## src/hw/peci_fan_start_temperature_pkg.sv

```systemverilog
package peci_fan_start_temperature_pkg;
  // register map
  localparam logic [7:0] CTRL_OFFSET = 8'h90;
  localparam logic [7:0] CTRL_RESET = 8'h00;
  localparam int ENABLE_BIT = 7;
  localparam int OPCAP_BIT = 6;
  localparam int CYC_MSB = 5;
  localparam int CYC_LSB = 3;
  localparam logic [7:0] CTRL_WMASK = 8'hF8;
  // timing
  localparam int CORE_CLK_HZ = 10_000_000;
  localparam int MON_CYCLES_PER_SEC = 8;
  localparam int MON_PERIOD_CLKS = CORE_CLK_HZ / MON_CYCLES_PER_SEC;
  localparam int DEC_BASE_CYCLES = 8;
  localparam int INC_BASE_CYCLES = 16;
  localparam int WAIT_W = 12;

  typedef struct packed {
    logic write;
    logic [7:0] addr;
    logic [7:0] wdata;
  } reg_req_t;

  typedef struct packed {
    logic up_req;
    logic down_req;
  } adj_req_t;
endpackage

```

## src/hw/mon_cycle_tick.sv

```systemverilog
`timescale 1ns/10ps
// one-cycle enable pulse every PERIOD clocks
module mon_cycle_tick #(
  parameter int PERIOD = 1250000
) (
  input wire logic core_clk_in,
  input wire logic rstn_in,
  output logic tick_out
);
  logic [31:0] cnt_r;
  logic [31:0] cnt_nxt;

  always_comb begin
    if (cnt_r >= 32'(PERIOD - 1)) begin
      cnt_nxt = 32'h0;
    end else begin
      cnt_nxt = cnt_r + 32'h1;
    end
  end

  always_ff @(posedge core_clk_in) begin
    if (!rstn_in) begin
      cnt_r <= 32'h0;
    end else begin
      cnt_r <= cnt_nxt;
    end
  end

  assign tick_out = (cnt_r == 32'(PERIOD - 1));
endmodule // mon_cycle_tick

```

## src/hw/peci_fan_start_temperature_cycle_timing.sv

```systemverilog
`timescale 1ns/10ps
module peci_fan_start_temperature_cycle_timing
  import peci_fan_start_temperature_pkg::*;
#(
  parameter int MON_PERIOD = MON_PERIOD_CLKS
) (
  // clock and reset
  input wire logic core_clk_in,
  input wire logic rstn_in,
  // register port
  input wire reg_req_t reg_req_in,
  output logic [7:0] reg_rdata_out,
  input wire logic lock_in,
  // control loop
  input wire adj_req_t adj_req_in,
  output logic adj_up_out,
  output logic adj_down_out,
  output logic [2:0] peci_cycle_select_out,
  output logic dyn_enable_out
);
  ////////////////////////////////////////////////////////////////////////
  // control register
  logic [7:0] ctrl_r;
  logic [7:0] ctrl_nxt;
  logic [7:0] rdata_r;
  logic [7:0] rdata_nxt;
  logic hit;

  assign hit = (reg_req_in.addr == CTRL_OFFSET);

  always_comb begin
    ctrl_nxt = ctrl_r;
    if (reg_req_in.write && hit && !lock_in) begin
      ctrl_nxt = reg_req_in.wdata & CTRL_WMASK;
    end
    rdata_nxt = hit ? (ctrl_r & CTRL_WMASK) : 8'h00;
  end

  always_ff @(posedge core_clk_in) begin
    if (!rstn_in) begin
      ctrl_r <= CTRL_RESET;
      rdata_r <= 8'h00;
    end else begin
      ctrl_r <= ctrl_nxt;
      rdata_r <= rdata_nxt;
    end
  end

  assign reg_rdata_out = rdata_r;
  assign peci_cycle_select_out = ctrl_r[CYC_MSB:CYC_LSB];
  assign dyn_enable_out = ctrl_r[ENABLE_BIT];

  ////////////////////////////////////////////////////////////////////////
  // monitoring cycle pacing, eight per second
  logic mon_tick;

  mon_cycle_tick #(
    .PERIOD(MON_PERIOD)
  ) u_tick (
    .core_clk_in(core_clk_in),
    .rstn_in(rstn_in),
    .tick_out(mon_tick)
  );

  ////////////////////////////////////////////////////////////////////////
  // adjustment spacing
  logic [WAIT_W-1:0] dec_wait;
  logic [WAIT_W-1:0] inc_wait;
  logic [WAIT_W-1:0] elapsed_r;
  logic [WAIT_W-1:0] elapsed_nxt;
  logic up_r;
  logic up_nxt;
  logic down_r;
  logic down_nxt;

  // increase always waits twice the decrease wait
  assign dec_wait = WAIT_W'(DEC_BASE_CYCLES) << peci_cycle_select_out;
  assign inc_wait = WAIT_W'(INC_BASE_CYCLES) << peci_cycle_select_out;

  always_comb begin
    elapsed_nxt = elapsed_r;
    up_nxt = 1'b0;
    down_nxt = 1'b0;
    if (!dyn_enable_out) begin
      elapsed_nxt = '0;
    end else if (mon_tick) begin
      // saturate so a long idle spell does not wrap and block a step
      if (elapsed_r != '1) begin
        elapsed_nxt = elapsed_r + 1'b1;
      end
      // decrease has priority: it is the cooler, quieter direction
      // compare one bit wider so a saturated count cannot wrap to zero
      if (adj_req_in.down_req && ({1'b0, elapsed_r} + 13'h1) >= {1'b0, dec_wait}) begin
        down_nxt = 1'b1;
        elapsed_nxt = '0;
      end else if (adj_req_in.up_req && ({1'b0, elapsed_r} + 13'h1) >= {1'b0, inc_wait}) begin
        up_nxt = 1'b1;
        elapsed_nxt = '0;
      end
    end
  end

  always_ff @(posedge core_clk_in) begin
    if (!rstn_in) begin
      elapsed_r <= '0;
      up_r <= 1'b0;
      down_r <= 1'b0;
    end else begin
      elapsed_r <= elapsed_nxt;
      up_r <= up_nxt;
      down_r <= down_nxt;
    end
  end

  assign adj_up_out = up_r;
  assign adj_down_out = down_r;
endmodule // peci_fan_start_temperature_cycle_timing

```

## config.mk

```make
export PLATFORM = sky130hd
export DESIGN_NAME = peci_fan_start_temperature_cycle_timing
export DESIGN_NICKNAME = d
export VERILOG_FILES = /design/src/hw/peci_fan_start_temperature_pkg.sv /design/src/hw/mon_cycle_tick.sv /design/src/hw/peci_fan_start_temperature_cycle_timing.sv
export SDC_FILE = /design/constraint.sdc
export NUM_CORES = 1
export LEC_CHECK = 0
export BUFFER_PORTS_ARGS = -buffer_cell sky130_fd_sc_hd__buf_2
export CAP_MARGIN = 20
export CELL_PAD_IN_SITES_DETAIL_PLACEMENT = 1
export CELL_PAD_IN_SITES_GLOBAL_PLACEMENT = 1
export CORE_UTILIZATION = 44
export CTS_CLUSTER_SIZE = 16
export DETAILED_ROUTE_END_ITERATION = 6
export GPL_ROUTABILITY_DRIVEN = 0
export PLACE_DENSITY = 0.83
export SLEW_MARGIN = 20
export SYNTH_ARGS = -nofsm -noshare
export SYNTH_HDL_FRONTEND = slang
export SYNTH_SLANG_ARGS = --single-unit
export TNS_END_PERCENT = 50
```

## constraint.sdc

```tcl
create_clock -name core_clk_in -period 3.11 [get_ports core_clk_in]
set_clock_uncertainty 0.15 [all_clocks]
set_input_delay 0.1555 -clock core_clk_in [delete_from_list [all_inputs] [get_ports core_clk_in]]
set_output_delay 0.1555 -clock core_clk_in [all_outputs]
set_load 0.05 [all_outputs]
```

==> out/qor.yml, run 1 <==
fmax_mhz: 326
avgSynthCellArea_um2: 9.12
p_per_area_nw_per_um2: 342
final-seq-area_um2: 1130
maximum_number_of_pins_on_one_net_before_global_route_repair: 22
cts.reportedPaths.clkPinSlew_ns: 0.11
multi_input_comb_area_um2: 1800
groute.layer.met3.usage_pct: 3.64
finalNetCount: 418
finalCriticalPeriod_ns: 3.07
syn_area_um2: 2980
leakagePower_nw: 1.47
share_of_post_route_cells_with_drive_strength_above_1_pct: 22.0
initial_standard_cell_utilization_of_the_core_pct: 46.2
dr.pass1.iters: 6
grtUsageMet1_pct: 24.0
cts_tree: "built"
final_min_period_over_clock_period_pct: 98.6
synthesis.yosys.warnings: 0
required_ns: 3.20
number_of_global_route_vias_before_repair: 2640
timing.critical_path.arrival_ns: 3.16
timing.final.ws_setup_ns: 0.0447
post-dp-hpwl_um: 5200
yosysSeqAreaShare_pct: 37.6
synth_ff_type: "dfxtp_1"
postSynth.asyncResetShare_pct: 0
finalWirelength_um: 7850
worst_setup_path_start_kind: "flop"
route.antenna.remaining_nets: 0
hold-path-cell-count: 2
track_usage_pct: 21.8
vias_per_cell: 5.63
clockBufferDepth: 2
drt_iter0_drcs: 76
violations: "design-rule violations"
io_buffer_count: 29
initial_antenna_violation_count: 0
worstHoldPathType: "input pin to flop"
finalHoldViolations: 0
critical_path.max_fanout: 9
cts-htree-levels: 2
area_growth_syn_to_layout_pct: 17.5
post_dr_wirelength_cell_um: 17.1
status: "complete, but fails checks"
route.vias.total: 2582
final_setup_vio_count: 0
groute.layer.met2.usage_pct: 42.0
maxSlewViolCount: 0
place_area_um2: 3230
max_slew_margin_pct: 56.6
antennaDiodeCount: 0
die-height_um: 84.3
final_design_area_no_fill_um2: 3500
clock_sinks: 56
global_route_wire_length_before_repair_um: 12300
drcViolationCount: 4
fillCellCount: 782
die_area_um2: 7110
grt.busiest_layer: "met2"
synth_cell_types: 65
synthesis.instances: 327
die-width_um: 84.3
grt_remaining_overflow: 0
worst_r2r_path_depth: 12
cts_root_buffer: "clkbuf_8"
tritoncts.num_buffers: 5
rows: 29
ports_placed_on_the_boundary: 36
maxCapViolations: 0
hold_slack_ns: 0.0288
max-vdd-ir-drop_uv: 300
yosys_register_bits: 56
post-place-ws_ns: 0.0717
clock_insertion_delay_worst_skew_ns: 0.32
endpoint_kind: "flop"
synth-edff-count: 0
worstSetupPathType: "flop to flop"
core_um2: 6460
worst-slew-pin-transition_ns: 0.651
==> cells in the mapped netlist, types with 5 or more instances <==
library cell / number / share of area [%]
and3_1: 8 / 1.7
nor3_1: 5 / 0.84
nor2_1: 42 / 5.3
ha_1: 15 / 6.3
inv_1: 6 / 0.76
nand3_1: 15 / 2.5
nand4_1: 10 / 2.1
nand2_1: 37 / 4.7
dfxtp_1: 56 / 38
xnor2_1: 10 / 2.9
buf_6: 5 / 1.9
o21ai_1: 6 / 1.0
nand4b_1: 5 / 1.5
mux2i_1: 5 / 1.7
xor2_1: 12 / 3.5
buf_4: 6 / 1.5
==> layer usage <==
layer / up-vias / share of wire (%)
li1: 1260 / -
met1: 1263 / 41
met2: 40 / 55
met3: 19 / 2.2
met4: 0 / 2.3
met5: - / 0
==> worst paths after layout <==
kind                              start                          end  slack, ns
max           elapsed_r[3]$_SDFFE_PN0P_    elapsed_r[6]$_SDFFE_PN0P_       0.04
min                             rstn_in  reg_rdata_out[4]$_SDFF_PN0_       0.03
max reg2reg   elapsed_r[3]$_SDFFE_PN0P_    elapsed_r[6]$_SDFFE_PN0P_       0.04
min reg2reg  u_tick.cnt_r[0]$_SDFF_PP0_   u_tick.cnt_r[0]$_SDFF_PP0_       0.32
==> cell type report <==
cell class / count / share of cell area (%)
multi-input combinational: 260 / 51.3
sequential: 56 / 32.2
timing repair buffer: 52 / 10.4
tap: 77 / 2.75
clock buffer: 5 / 1.96
clock inverter: 3 / 0.822
inverter: 6 / 0.643
==> through the flow <==
step	setup TNS [ns]	util, %	cells	power, W
CTS	0	52.8	457	0.00121
floorplan	0	-	340	0.000759
detailed placement	0	50.1	441	0.000771
global route	-0.624	54.2	459	0.00125
finish	0	54.2	459	0.00120
global placement	0	50.1	441	0.000769
==> registers in the layout, indices dropped and copies added (netlist names) <==
name and cells:
elapsed_r 12, ctrl_r 5, u_tick.cnt_r 32, adj_down_out 1
adj_up_out 1, reg_rdata_out 5
==> logic make-up (layout without fill, tap and decap cells) <==
family	after synthesis	in the layout	share of synthesized area, %
compound gates	39	40	10.3
xor+xnor	25	25	8.56
fa+ha+maj	15	15	6.29
buf+inv	25	66	6.00
flops	56	56	37.6
mux	5	5	1.68
other cells	1	14	0.126
simple gates	161	161	29.4
==> placed cells by master, fill, tap and decap left out, drive strengths merged, types with 3 or more instances in the layout <==
| cell type | synthesis | layout |
|---|---|---|
| conb | 1 | 14 |
| o21ai | 9 | 9 |
| nand3 | 16 | 16 |
| o211ai | 6 | 6 |
| a21oi | 4 | 4 |
| dlygate4sd3 | 0 | 8 |
| nor4 | 6 | 6 |
| buf | 15 | 44 |
| or3 | 4 | 4 |
| or4 | 5 | 5 |
| mux2i | 5 | 5 |
| o2111ai | 3 | 3 |
| a211o | 2 | 3 |
| inv | 6 | 9 |
| clkbuf | 4 | 5 |
| nand4 | 11 | 11 |
| nor2 | 43 | 43 |
| nand2 | 37 | 37 |
| xor2 | 13 | 13 |
| dfxtp | 56 | 56 |
| and2 | 3 | 3 |
| ha | 15 | 15 |
| nor3 | 5 | 5 |
| nand4b | 5 | 5 |
| xnor2 | 10 | 10 |
| nand3b | 4 | 4 |
| and3 | 8 | 8 |
==> where the power goes <==
group	switching (W)	total [W]	internal, W
Sequential	0.00000200	0.000726	0.000724
Combinational	0.0000202	0.0000362	0.0000160
Clock	0.000265	0.000436	0.000171
==> repair_timing <==
| item | in CTS | in global routing |
|---|---|---|
| gates resized for setup | 0 | 14 |
| setup buffers | 0 | 1 |
| setup endpoints to repair | 0 | 13 |
| endpoints found under the hold margin | 6 | 0 |
| hold buffers | 8 | 0 |
==> worst max-delay path: stages, from the launching register on <==
cell and delay (ns):
dfxtp_2 0.41, nand3_2 0.16, buf_4 0.21, nor3_1 0.25, or2_2 0.19, ha_1 0.26, o211a_1 0.14, a211oi_2 0.27
nand3_1 0.14, o2111ai_2 0.26, a211o_4 0.24, nand3_1 0.12, o211ai_1 0.20
No activity file was read; power rests on OpenSTA's default activity.
==> inputs of run 2 (changes only) <==
Settings changed: ABC_AREA set to 1, CORE_UTILIZATION 44 to 43, PLACE_DENSITY 0.83 to unset, PLACE_DENSITY_LB_ADDON set to 0.1.
==> out/qor.yml, run 2 <==
avgSynthCellArea_um2: 7.39  # was 9.12 µm²
clock_sinks: 56  # unchanged
global_route_wire_length_before_repair_um: 13200  # was 12300 µm
endpoint_kind: "flop"  # unchanged
tritoncts.num_buffers: 5  # unchanged
synth_cell_types: 43  # was 65
post-place-ws_ns: 0.0744  # was 0.0717 ns
finalHoldViolations: 1  # was 0
critPathMostFrequentCell: "nor2_1"  # was nand3_1
power_frac_comb_pct: 3.0  # about the same
place_area_um2: 3550  # was 3230 µm²
finalWirelength_um: 7980  # was 7850 µm
critical_path.max_fanout: 13  # was 9
p_total_w: 0.00119  # was 0.00120 W
largest_stage_delay_on_the_critical_path_ns: 0.40  # was 0.41 ns
syn_area_um2: 3160  # was 2980 µm²
layout.cells.most_common_list: "nand2_1 (81), dfxtp_1 (56), nor2_1 (48)"  # was dfxtp_1 (52), nor2_1 (41), nand2_1 (37)
groute.layer.met2.usage_pct: 44.0  # was 42.0%
final_design_area_no_fill_um2: 3720  # was 3500 µm²
clock_insertion_delay_worst_skew_ns: 0.32  # about the same
ports_placed_on_the_boundary: 36  # unchanged
post_dr_wirelength_cell_um: 13.6  # was 17.1 µm
dr.pass1.iters: 4  # was 6
worstSetupPathType: "flop to flop"  # unchanged
maxCapViolations: 0  # unchanged
drt_iter0_drcs: 59  # was 76
area_growth_syn_to_layout_pct: 17.8  # was 17.5%
synth-edff-count: 0  # unchanged
cell_types_occupying_the_most_area_after_synthesis: "dfxtp_1 (36%), nand2_1 (9.6%), ha_1 (5.9%)"  # was dfxtp_1 (38%), ha_1 (6.3%), nor2_1 (5.3%)
max-vdd-ir-drop_uv: 248  # was 300 µV
cts-htree-levels: 2  # unchanged
synth_ff_type: "dfxtp_1"  # unchanged
netlist_top_cells_count: "nand2_1 (81), dfxtp_1 (56), nor2_1 (49)"  # was dfxtp_1 (56), nor2_1 (42), nand2_1 (37)
fmax_mhz: 343  # was 326 MHz
clockBufferDepth: 2  # unchanged
postSynth.asyncResetShare_pct: 0  # unchanged
crit_path_cell_trace: "inv_1 -> nor3_4 -> and3_1 -> nand2_1 -> xor2_1 -> ha_1 -> nand2_1 -> nor2_1 -> nand3_1 -> nor2_1 -> nor2_2 -> nor2_4 -> nor2_1 -> nand2_2 -> a21oi_2"  # was nand3_2 -> buf_4 -> nor3_1 -> or2_2 -> ha_1 -> o211a_1 -> a211oi_2 -> nand3_1 -> o2111ai_2 -> a211o_4 -> nand3_1 -> o211ai_1
max_slew_margin_pct: 51.4  # was 56.6%
synthesis.yosys.warnings: 0  # unchanged
layout_top_registers: "u_tick.cnt_r (32), elapsed_r (12)"  # unchanged
share_of_post_route_cells_with_drive_strength_above_1_pct: 23.9  # was 22.0%
route.vias.total: 2907  # was 2582
rows: 30  # was 29
pwr-share-seq_pct: 61.1  # was 60.6%
die_area_um2: 7690  # was 7110 µm²
number_of_global_route_vias_before_repair: 2942  # was 2640
worst_setup_path_start_kind: "flop"  # unchanged
drcViolationCount: 0  # was 4
groute.layer.met3.usage_pct: 2.73  # was 3.64%
finalNetCount: 525  # was 418
core_um2: 6940  # was 6460 µm²
final_setup_vio_count: 0  # unchanged
yosysSeqAreaShare_pct: 35.5  # was 37.6%
leakagePower_nw: 1.64  # was 1.47 nW
cts_tree: "built"  # unchanged
layout_commonest_cell: "nand2_1"  # was dfxtp_1
final_min_period_over_clock_period_pct: 93.8  # was 98.6%
timing.critical_path.arrival_ns: 2.95  # was 3.16 ns
cts_root_buffer: "clkbuf_8"  # unchanged
initial_antenna_violation_count: 0  # unchanged
p_int_w: 0.000906  # was 0.000911 W
antennaDiodeCount: 0  # unchanged
yosys_register_bits: 56  # unchanged
largest_register_ff_count: 32  # unchanged
largest_register_by_flop_count: "u_tick.cnt_r"  # unchanged
worstHoldPathType: "input pin to flop"  # unchanged
timing.critical_path.slowest_stage_cell: "dfxtp_1"  # was dfxtp_2
required_ns: 3.15  # was 3.20 ns
synthesis.instances: 427  # was 327
violations: "negative hold slack"  # was design-rule violations
worst-slew-pin-transition_ns: 0.728  # was 0.651 ns
route.antenna.remaining_nets: 0  # unchanged
grt.busiest_layer: "met2"  # unchanged
die-width_um: 87.7  # was 84.3 µm
vias_per_cell: 4.97  # was 5.63
maximum_number_of_pins_on_one_net_before_global_route_repair: 20  # was 22
status: "complete, but fails checks"  # unchanged
hold_slack_ns: -0.00222  # was 0.0288 ns
post-dp-hpwl_um: 6020  # was 5200 µm
cts.reportedPaths.clkPinSlew_ns: 0.11  # about the same
initial_standard_cell_utilization_of_the_core_pct: 45.5  # was 46.2%
layout.core_utilization_pct: 53.5  # was 54.2%
power.net_switching_w: 0.000284  # was 0.000287 W
synth.most_common_cell: "nand2_1"  # was dfxtp_1
track_usage_pct: 22.0  # was 21.8%
synth_top_cell_area_share_pct: 35.5  # was 37.6%
timing.final.ws_setup_ns: 0.192  # was 0.0447 ns
totalNegativeSetupSlack_ns: 0  # unchanged
power_frac_clock_pct: 35.9  # was 36.4%
die-height_um: 87.7  # was 84.3 µm
synth_area_leader_cell: "dfxtp_1"  # unchanged
io_buffer_count: 29  # unchanged
grt_remaining_overflow: 0  # unchanged
grtUsageMet1_pct: 24.6  # was 24.0%
power.switching_fraction_pct: 23.8  # was 24.0%
finalCriticalPeriod_ns: 2.92  # was 3.07 ns
p_per_area_nw_per_um2: 320  # was 342 nW/µm²
maxSlewViolCount: 0  # unchanged
run 2: layout make-up:
type / instances / area [µm²]
Fill cell: 937 / 3230
Multi-Input combinational cell: 322 / 1820
Sequential cell: 56 / 1120
Timing Repair Buffer: 54 / 380
Inverter: 49 / 184
Tap cell: 96 / 120
Clock buffer: 5 / 68.8
Clock inverter: 3 / 27.5
run 2: worst max-delay path: cells and delay by family, from the launching register on:
family	cells	cell delay (ns)
AO/OA/AOI/OAI	1	0.05
AND/OR/NAND/NOR	11	1.57
flip-flops	1	0.40
buffers and inverters	1	0.11
XOR/XNOR	1	0.17
adder cells (fa/ha/maj)	1	0.31
run 2: through the flow:
stage | hold slack (ns) | cells
after floorplan | 0.140 | 440
after global placement | 0.247 | 571
after detailed placement | 0.242 | 571
after CTS | 0.000749 | 585
after global routing | 0.0281 | 585
final | -0.00222 | 585
run 2: what timing repair did:
item | CTS | global route
endpoints found under the setup margin | 0 | 13
endpoints found under the hold margin | 5 | 0
buffers inserted | 0 | 0
gates resized for setup | 0 | 4
hold buffers | 6 | 0
run 2: cells by family (layout without fill, tap and decap cells):
| group | count (synthesis) | count (layout) | synth area share [%] |
|---|---|---|---|
| buf+inv | 62 | 111 | 8.72 |
| xor+xnor | 10 | 10 | 2.77 |
| flops | 56 | 56 | 35.5 |
| simple gates | 232 | 232 | 36.5 |
| other cells | 1 | 14 | 0.119 |
| compound gates | 51 | 51 | 10.5 |
| fa+ha+maj | 15 | 15 | 5.95 |
run 2: metal layers:
layer / routed length (µm) / share of wire [%]
met4: 97 / 1.2
met3: 132 / 1.7
met2: 4450 / 56
met5: 0 / 0
met1: 3310 / 41
run 2: power groups by stage:
stage	combinational [W]	sequential (W)	clock [W]
floorplan	0.0000185	0.000743	0
global placement	0.0000276	0.000743	0
detailed placement	0.0000282	0.000743	0
CTS	0.0000342	0.000727	0.000444
global route	0.0000395	0.000728	0.000470
finish	0.0000360	0.000727	0.000427
run 2: path summary, 6_finish.rpt:
kind	end	startpoint	cells past startpoint	slack (ns)
setup / recovery	elapsed_r[7]$_SDFFE_PN0P_	elapsed_r[4]$_SDFFE_PN0P_	15	0.19
hold / removal	ctrl_r[4]$_SDFFE_PN0P_	reg_req_in[4]	3	-0.002
hold reg to reg	reg_rdata_out[6]$_SDFF_PN0_	ctrl_r[6]$_SDFFE_PN0P_	2	0.31
setup reg to reg	elapsed_r[7]$_SDFFE_PN0P_	elapsed_r[4]$_SDFFE_PN0P_	15	0.19
==> inputs of run 3 (changes only) <==
Settings changed: CAP_MARGIN 20 to unset, CORE_UTILIZATION 43 to 38, TNS_END_PERCENT 50 to 10.
Clock period 3.11 ns to 2.6 ns, I/O delays scaled along.
==> out/qor.yml, run 3 (same netlist as run 2, synthesis figures left out) <==
fmax_mhz: 352  # was 343 MHz
setup.reg_to_reg.worst_slack_ns: -0.24  # was 0.19 ns
worst_r2r_path_depth: 21  # was 15
finalWirelength_um: 10300  # was 7980 µm
drcViolationCount: 0  # unchanged
post_dr_wirelength_cell_um: 16.0  # was 13.6 µm
final_min_period_over_clock_period_pct: 109  # was 93.8%
cts_root_buffer: "clkbuf_8"  # unchanged
max-vdd-ir-drop_uv: 296  # was 248 µV
maxCapViolations: 0  # unchanged
initial_antenna_violation_count: 0  # unchanged
hold_slack_ns: -0.00446  # was -0.00222 ns
post-place-ws_ns: -0.377  # was 0.0744 ns
fillCellCount: 990  # was 937
timing.critical_path.buf_inv: 7  # was 1
regToRegEndpoint: "elapsed_r[5]$_SDFFE_PN0P_"  # was elapsed_r[7]$_SDFFE_PN0P_
placed_cells: 607  # was 571
final_setup_vio_count: 13  # was 0
timing.critical_path.slowest_stage_cell: "dfxtp_4"  # was dfxtp_1
tritoncts.num_buffers: 5  # unchanged
status: "complete, but fails checks"  # unchanged
largest_register_ff_count: 32  # unchanged
leakagePower_nw: 1.99  # was 1.64 nW
layout_commonest_cell: "nand2_1"  # unchanged
global_route_wire_length_before_repair_um: 16000  # was 13200 µm
cts-htree-levels: 2  # unchanged
violations: "negative hold slack, negative setup slack"  # was negative hold slack
largest_stage_delay_on_the_critical_path_ns: 0.37  # was 0.40 ns
grt_setup_unrepaired: "true"
clockBufferDepth: 2  # unchanged
die_area_um2: 8680  # was 7690 µm²
worstSetupPathType: "flop to flop"  # unchanged
io_buffer_count: 29  # unchanged
p_per_area_nw_per_um2: 338  # was 320 nW/µm²
largest_register_by_flop_count: "u_tick.cnt_r"  # unchanged
layout.cells.most_common_list: "nand2_1 (68), buf_4 (57), dfxtp_1 (48)"  # was nand2_1 (81), dfxtp_1 (56), nor2_1 (48)
route.vias.total: 3224  # was 2907
max_slew_margin_pct: 49.3  # was 51.4%
number_of_global_route_vias_before_repair: 3482  # was 2942
crit_path_cell_trace: "buf_6 -> nand3_2 -> inv_2 -> buf_6 -> a21oi_4 -> nor2_4 -> buf_4 -> ha_1 -> nand2_2 -> inv_1 -> nand3_1 -> nand2_1 -> nand2_1 -> nand3_2 -> nand2_4 -> buf_6 -> buf_6 -> nand2_2 -> nor2_2 -> nand2_1 -> a21oi_2"  # was inv_1 -> nor3_4 -> and3_1 -> nand2_1 -> xor2_1 -> ha_1 -> nand2_1 -> nor2_1 -> nand3_1 -> nor2_1 -> nor2_2 -> nor2_4 -> nor2_1 -> nand2_2 -> a21oi_2
required_ns: 2.69  # was 3.15 ns
vias_per_cell: 5.01  # was 4.97
initial_standard_cell_utilization_of_the_core_pct: 40.0  # was 45.5%
cts.reportedPaths.clkPinSlew_ns: 0.11  # about the same
post-dp-hpwl_um: 6610  # was 6020 µm
antennaDiodeCount: 0  # unchanged
critPathMostFrequentCell: "buf_6"  # was nor2_1
share_of_post_route_cells_with_drive_strength_above_1_pct: 40.2  # was 23.9%
final_design_area_no_fill_um2: 4470  # was 3720 µm²
worst_setup_path_start_kind: "flop"  # unchanged
layout_top_registers: "u_tick.cnt_r (32), elapsed_r (12)"  # unchanged
ports_placed_on_the_boundary: 36  # unchanged
rr_startpoint: "elapsed_r[0]$_SDFFE_PN0P_"  # was elapsed_r[4]$_SDFFE_PN0P_
hold-path-cell-count: 3  # unchanged
critical_path.top_delay_family: "simple AND/OR/NAND/NOR gates"  # unchanged
clock_sinks: 56  # unchanged
route.antenna.remaining_nets: 0  # unchanged
cts_tree: "built"  # unchanged
endpoint_kind: "flop"  # unchanged
timing.critical_path.arrival_ns: 2.94  # was 2.95 ns
finalCriticalPeriod_ns: 2.84  # was 2.92 ns
die-width_um: 93.1  # was 87.7 µm
area_growth_syn_to_layout_pct: 41.5  # was 17.8%
min_delay_worst_endpoint: "ctrl_r[3]$_SDFFE_PN0P_"  # was ctrl_r[4]$_SDFFE_PN0P_
critical_path.max_fanout: 5  # was 13
maxSlewViolCount: 0  # unchanged
finalNetCount: 578  # was 525
dr.pass1.iters: 4  # unchanged
core_um2: 7890  # was 6940 µm²
timing.final.ws_setup_ns: -0.244  # was 0.192 ns
drt_iter0_drcs: 112  # was 59
grt_remaining_overflow: 0  # unchanged
place_area_um2: 3780  # was 3550 µm²
track_usage_pct: 23.5  # was 22.0%
die-height_um: 93.1  # was 87.7 µm
finalHoldViolations: 1  # unchanged
worst-slew-pin-transition_ns: 0.759  # was 0.728 ns
clock_insertion_delay_worst_skew_ns: 0.32  # about the same
rows: 32  # was 30
stdcell_count: 644  # was 585
worstHoldPathType: "input pin to flop"  # unchanged
maximum_number_of_pins_on_one_net_before_global_route_repair: 19  # was 20
hp-start: "reg_req_in[3]"  # was reg_req_in[4]
totalNegativeSetupSlack_ns: -2.66  # was 0 ns
run 3: cell count changes in the layout (fill, tap and decap cells not counted), sizes merged:
cell	before	now
nand2	95	96
clkinvlp	1	0
buf	48	99
inv	50	49
clkinv	1	2
dlygate4sd3	6	7
bufinv	0	1
run 3: area by class of cell:
| cell class | instances | area, µm² | share of cell area (%) |
|---|---|---|---|
| Inverter | 49 | 184 | 4.12 |
| Clock buffer | 5 | 68.8 | 1.54 |
| Tap cell | 102 | 128 | 2.86 |
| Multi-Input combinational cell | 323 | 2070 | 46.4 |
| Clock inverter | 3 | 47.5 | 1.06 |
| Timing Repair Buffer | 106 | 832 | 18.6 |
| Sequential cell | 56 | 1140 | 25.4 |
run 3: worst max-delay path by stage:
stage,cells after the start,start,end
after global placement,16,elapsed_r[0]$_SDFFE_PN0P_,elapsed_r[7]$_SDFFE_PN0P_
after global routing,21,elapsed_r[1]$_SDFFE_PN0P_,elapsed_r[6]$_SDFFE_PN0P_
final,21,elapsed_r[0]$_SDFFE_PN0P_,elapsed_r[5]$_SDFFE_PN0P_
after floorplan,19,elapsed_r[0]$_SDFFE_PN0P_,elapsed_r[0]$_SDFFE_PN0P_
after CTS,15,elapsed_r[0]$_SDFFE_PN0P_,elapsed_r[5]$_SDFFE_PN0P_
after detailed placement,16,elapsed_r[0]$_SDFFE_PN0P_,elapsed_r[7]$_SDFFE_PN0P_
run 3: what timing repair did:
item                       in CTS  in global routing
buffers inserted               16                  6
hold buffers                    7                  0
hold endpoints to repair        4                  0
setup endpoints to repair      13                 16
cloned                          2                  0
resized for setup              54                 17
pin swaps                      22                 10
run 3: worst reg2reg max path, delay by kind of cell, from the launching register on:
kind	cells	cell delay [ns]
fa+ha+maj	1	0.30
compound gates	2	0.31
flops	1	0.37
buf+inv	7	0.69
simple gates	11	0.94
run 3: power breakdown:
group	switching, W	internal, W
clock	0.000307	0.000291
combinational	0.0000246	0.0000189
sequential	0.00000260	0.000864
run 3: stage by stage:
step           utilization [%]  power [W]
2_1_floorplan                -   0.000910
3_3_place_gp              47.9   0.000922
3_5_place_dp              47.9   0.000923
4_1_cts                   55.1    0.00152
5_1_grt                   56.6    0.00156
6_report                  56.6    0.00151
run 3: per-layer routing:
metal  up-vias  track usage (%)  wire length [µm]  share of wire (%)
met4         0             9.36               294                2.8
met3        24             3.82               269                2.6
met2        47             45.4              5660                 55
met1      1563             25.1              4100                 40
li1       1590                -                 -                  -
met5         -                0                 0                  0
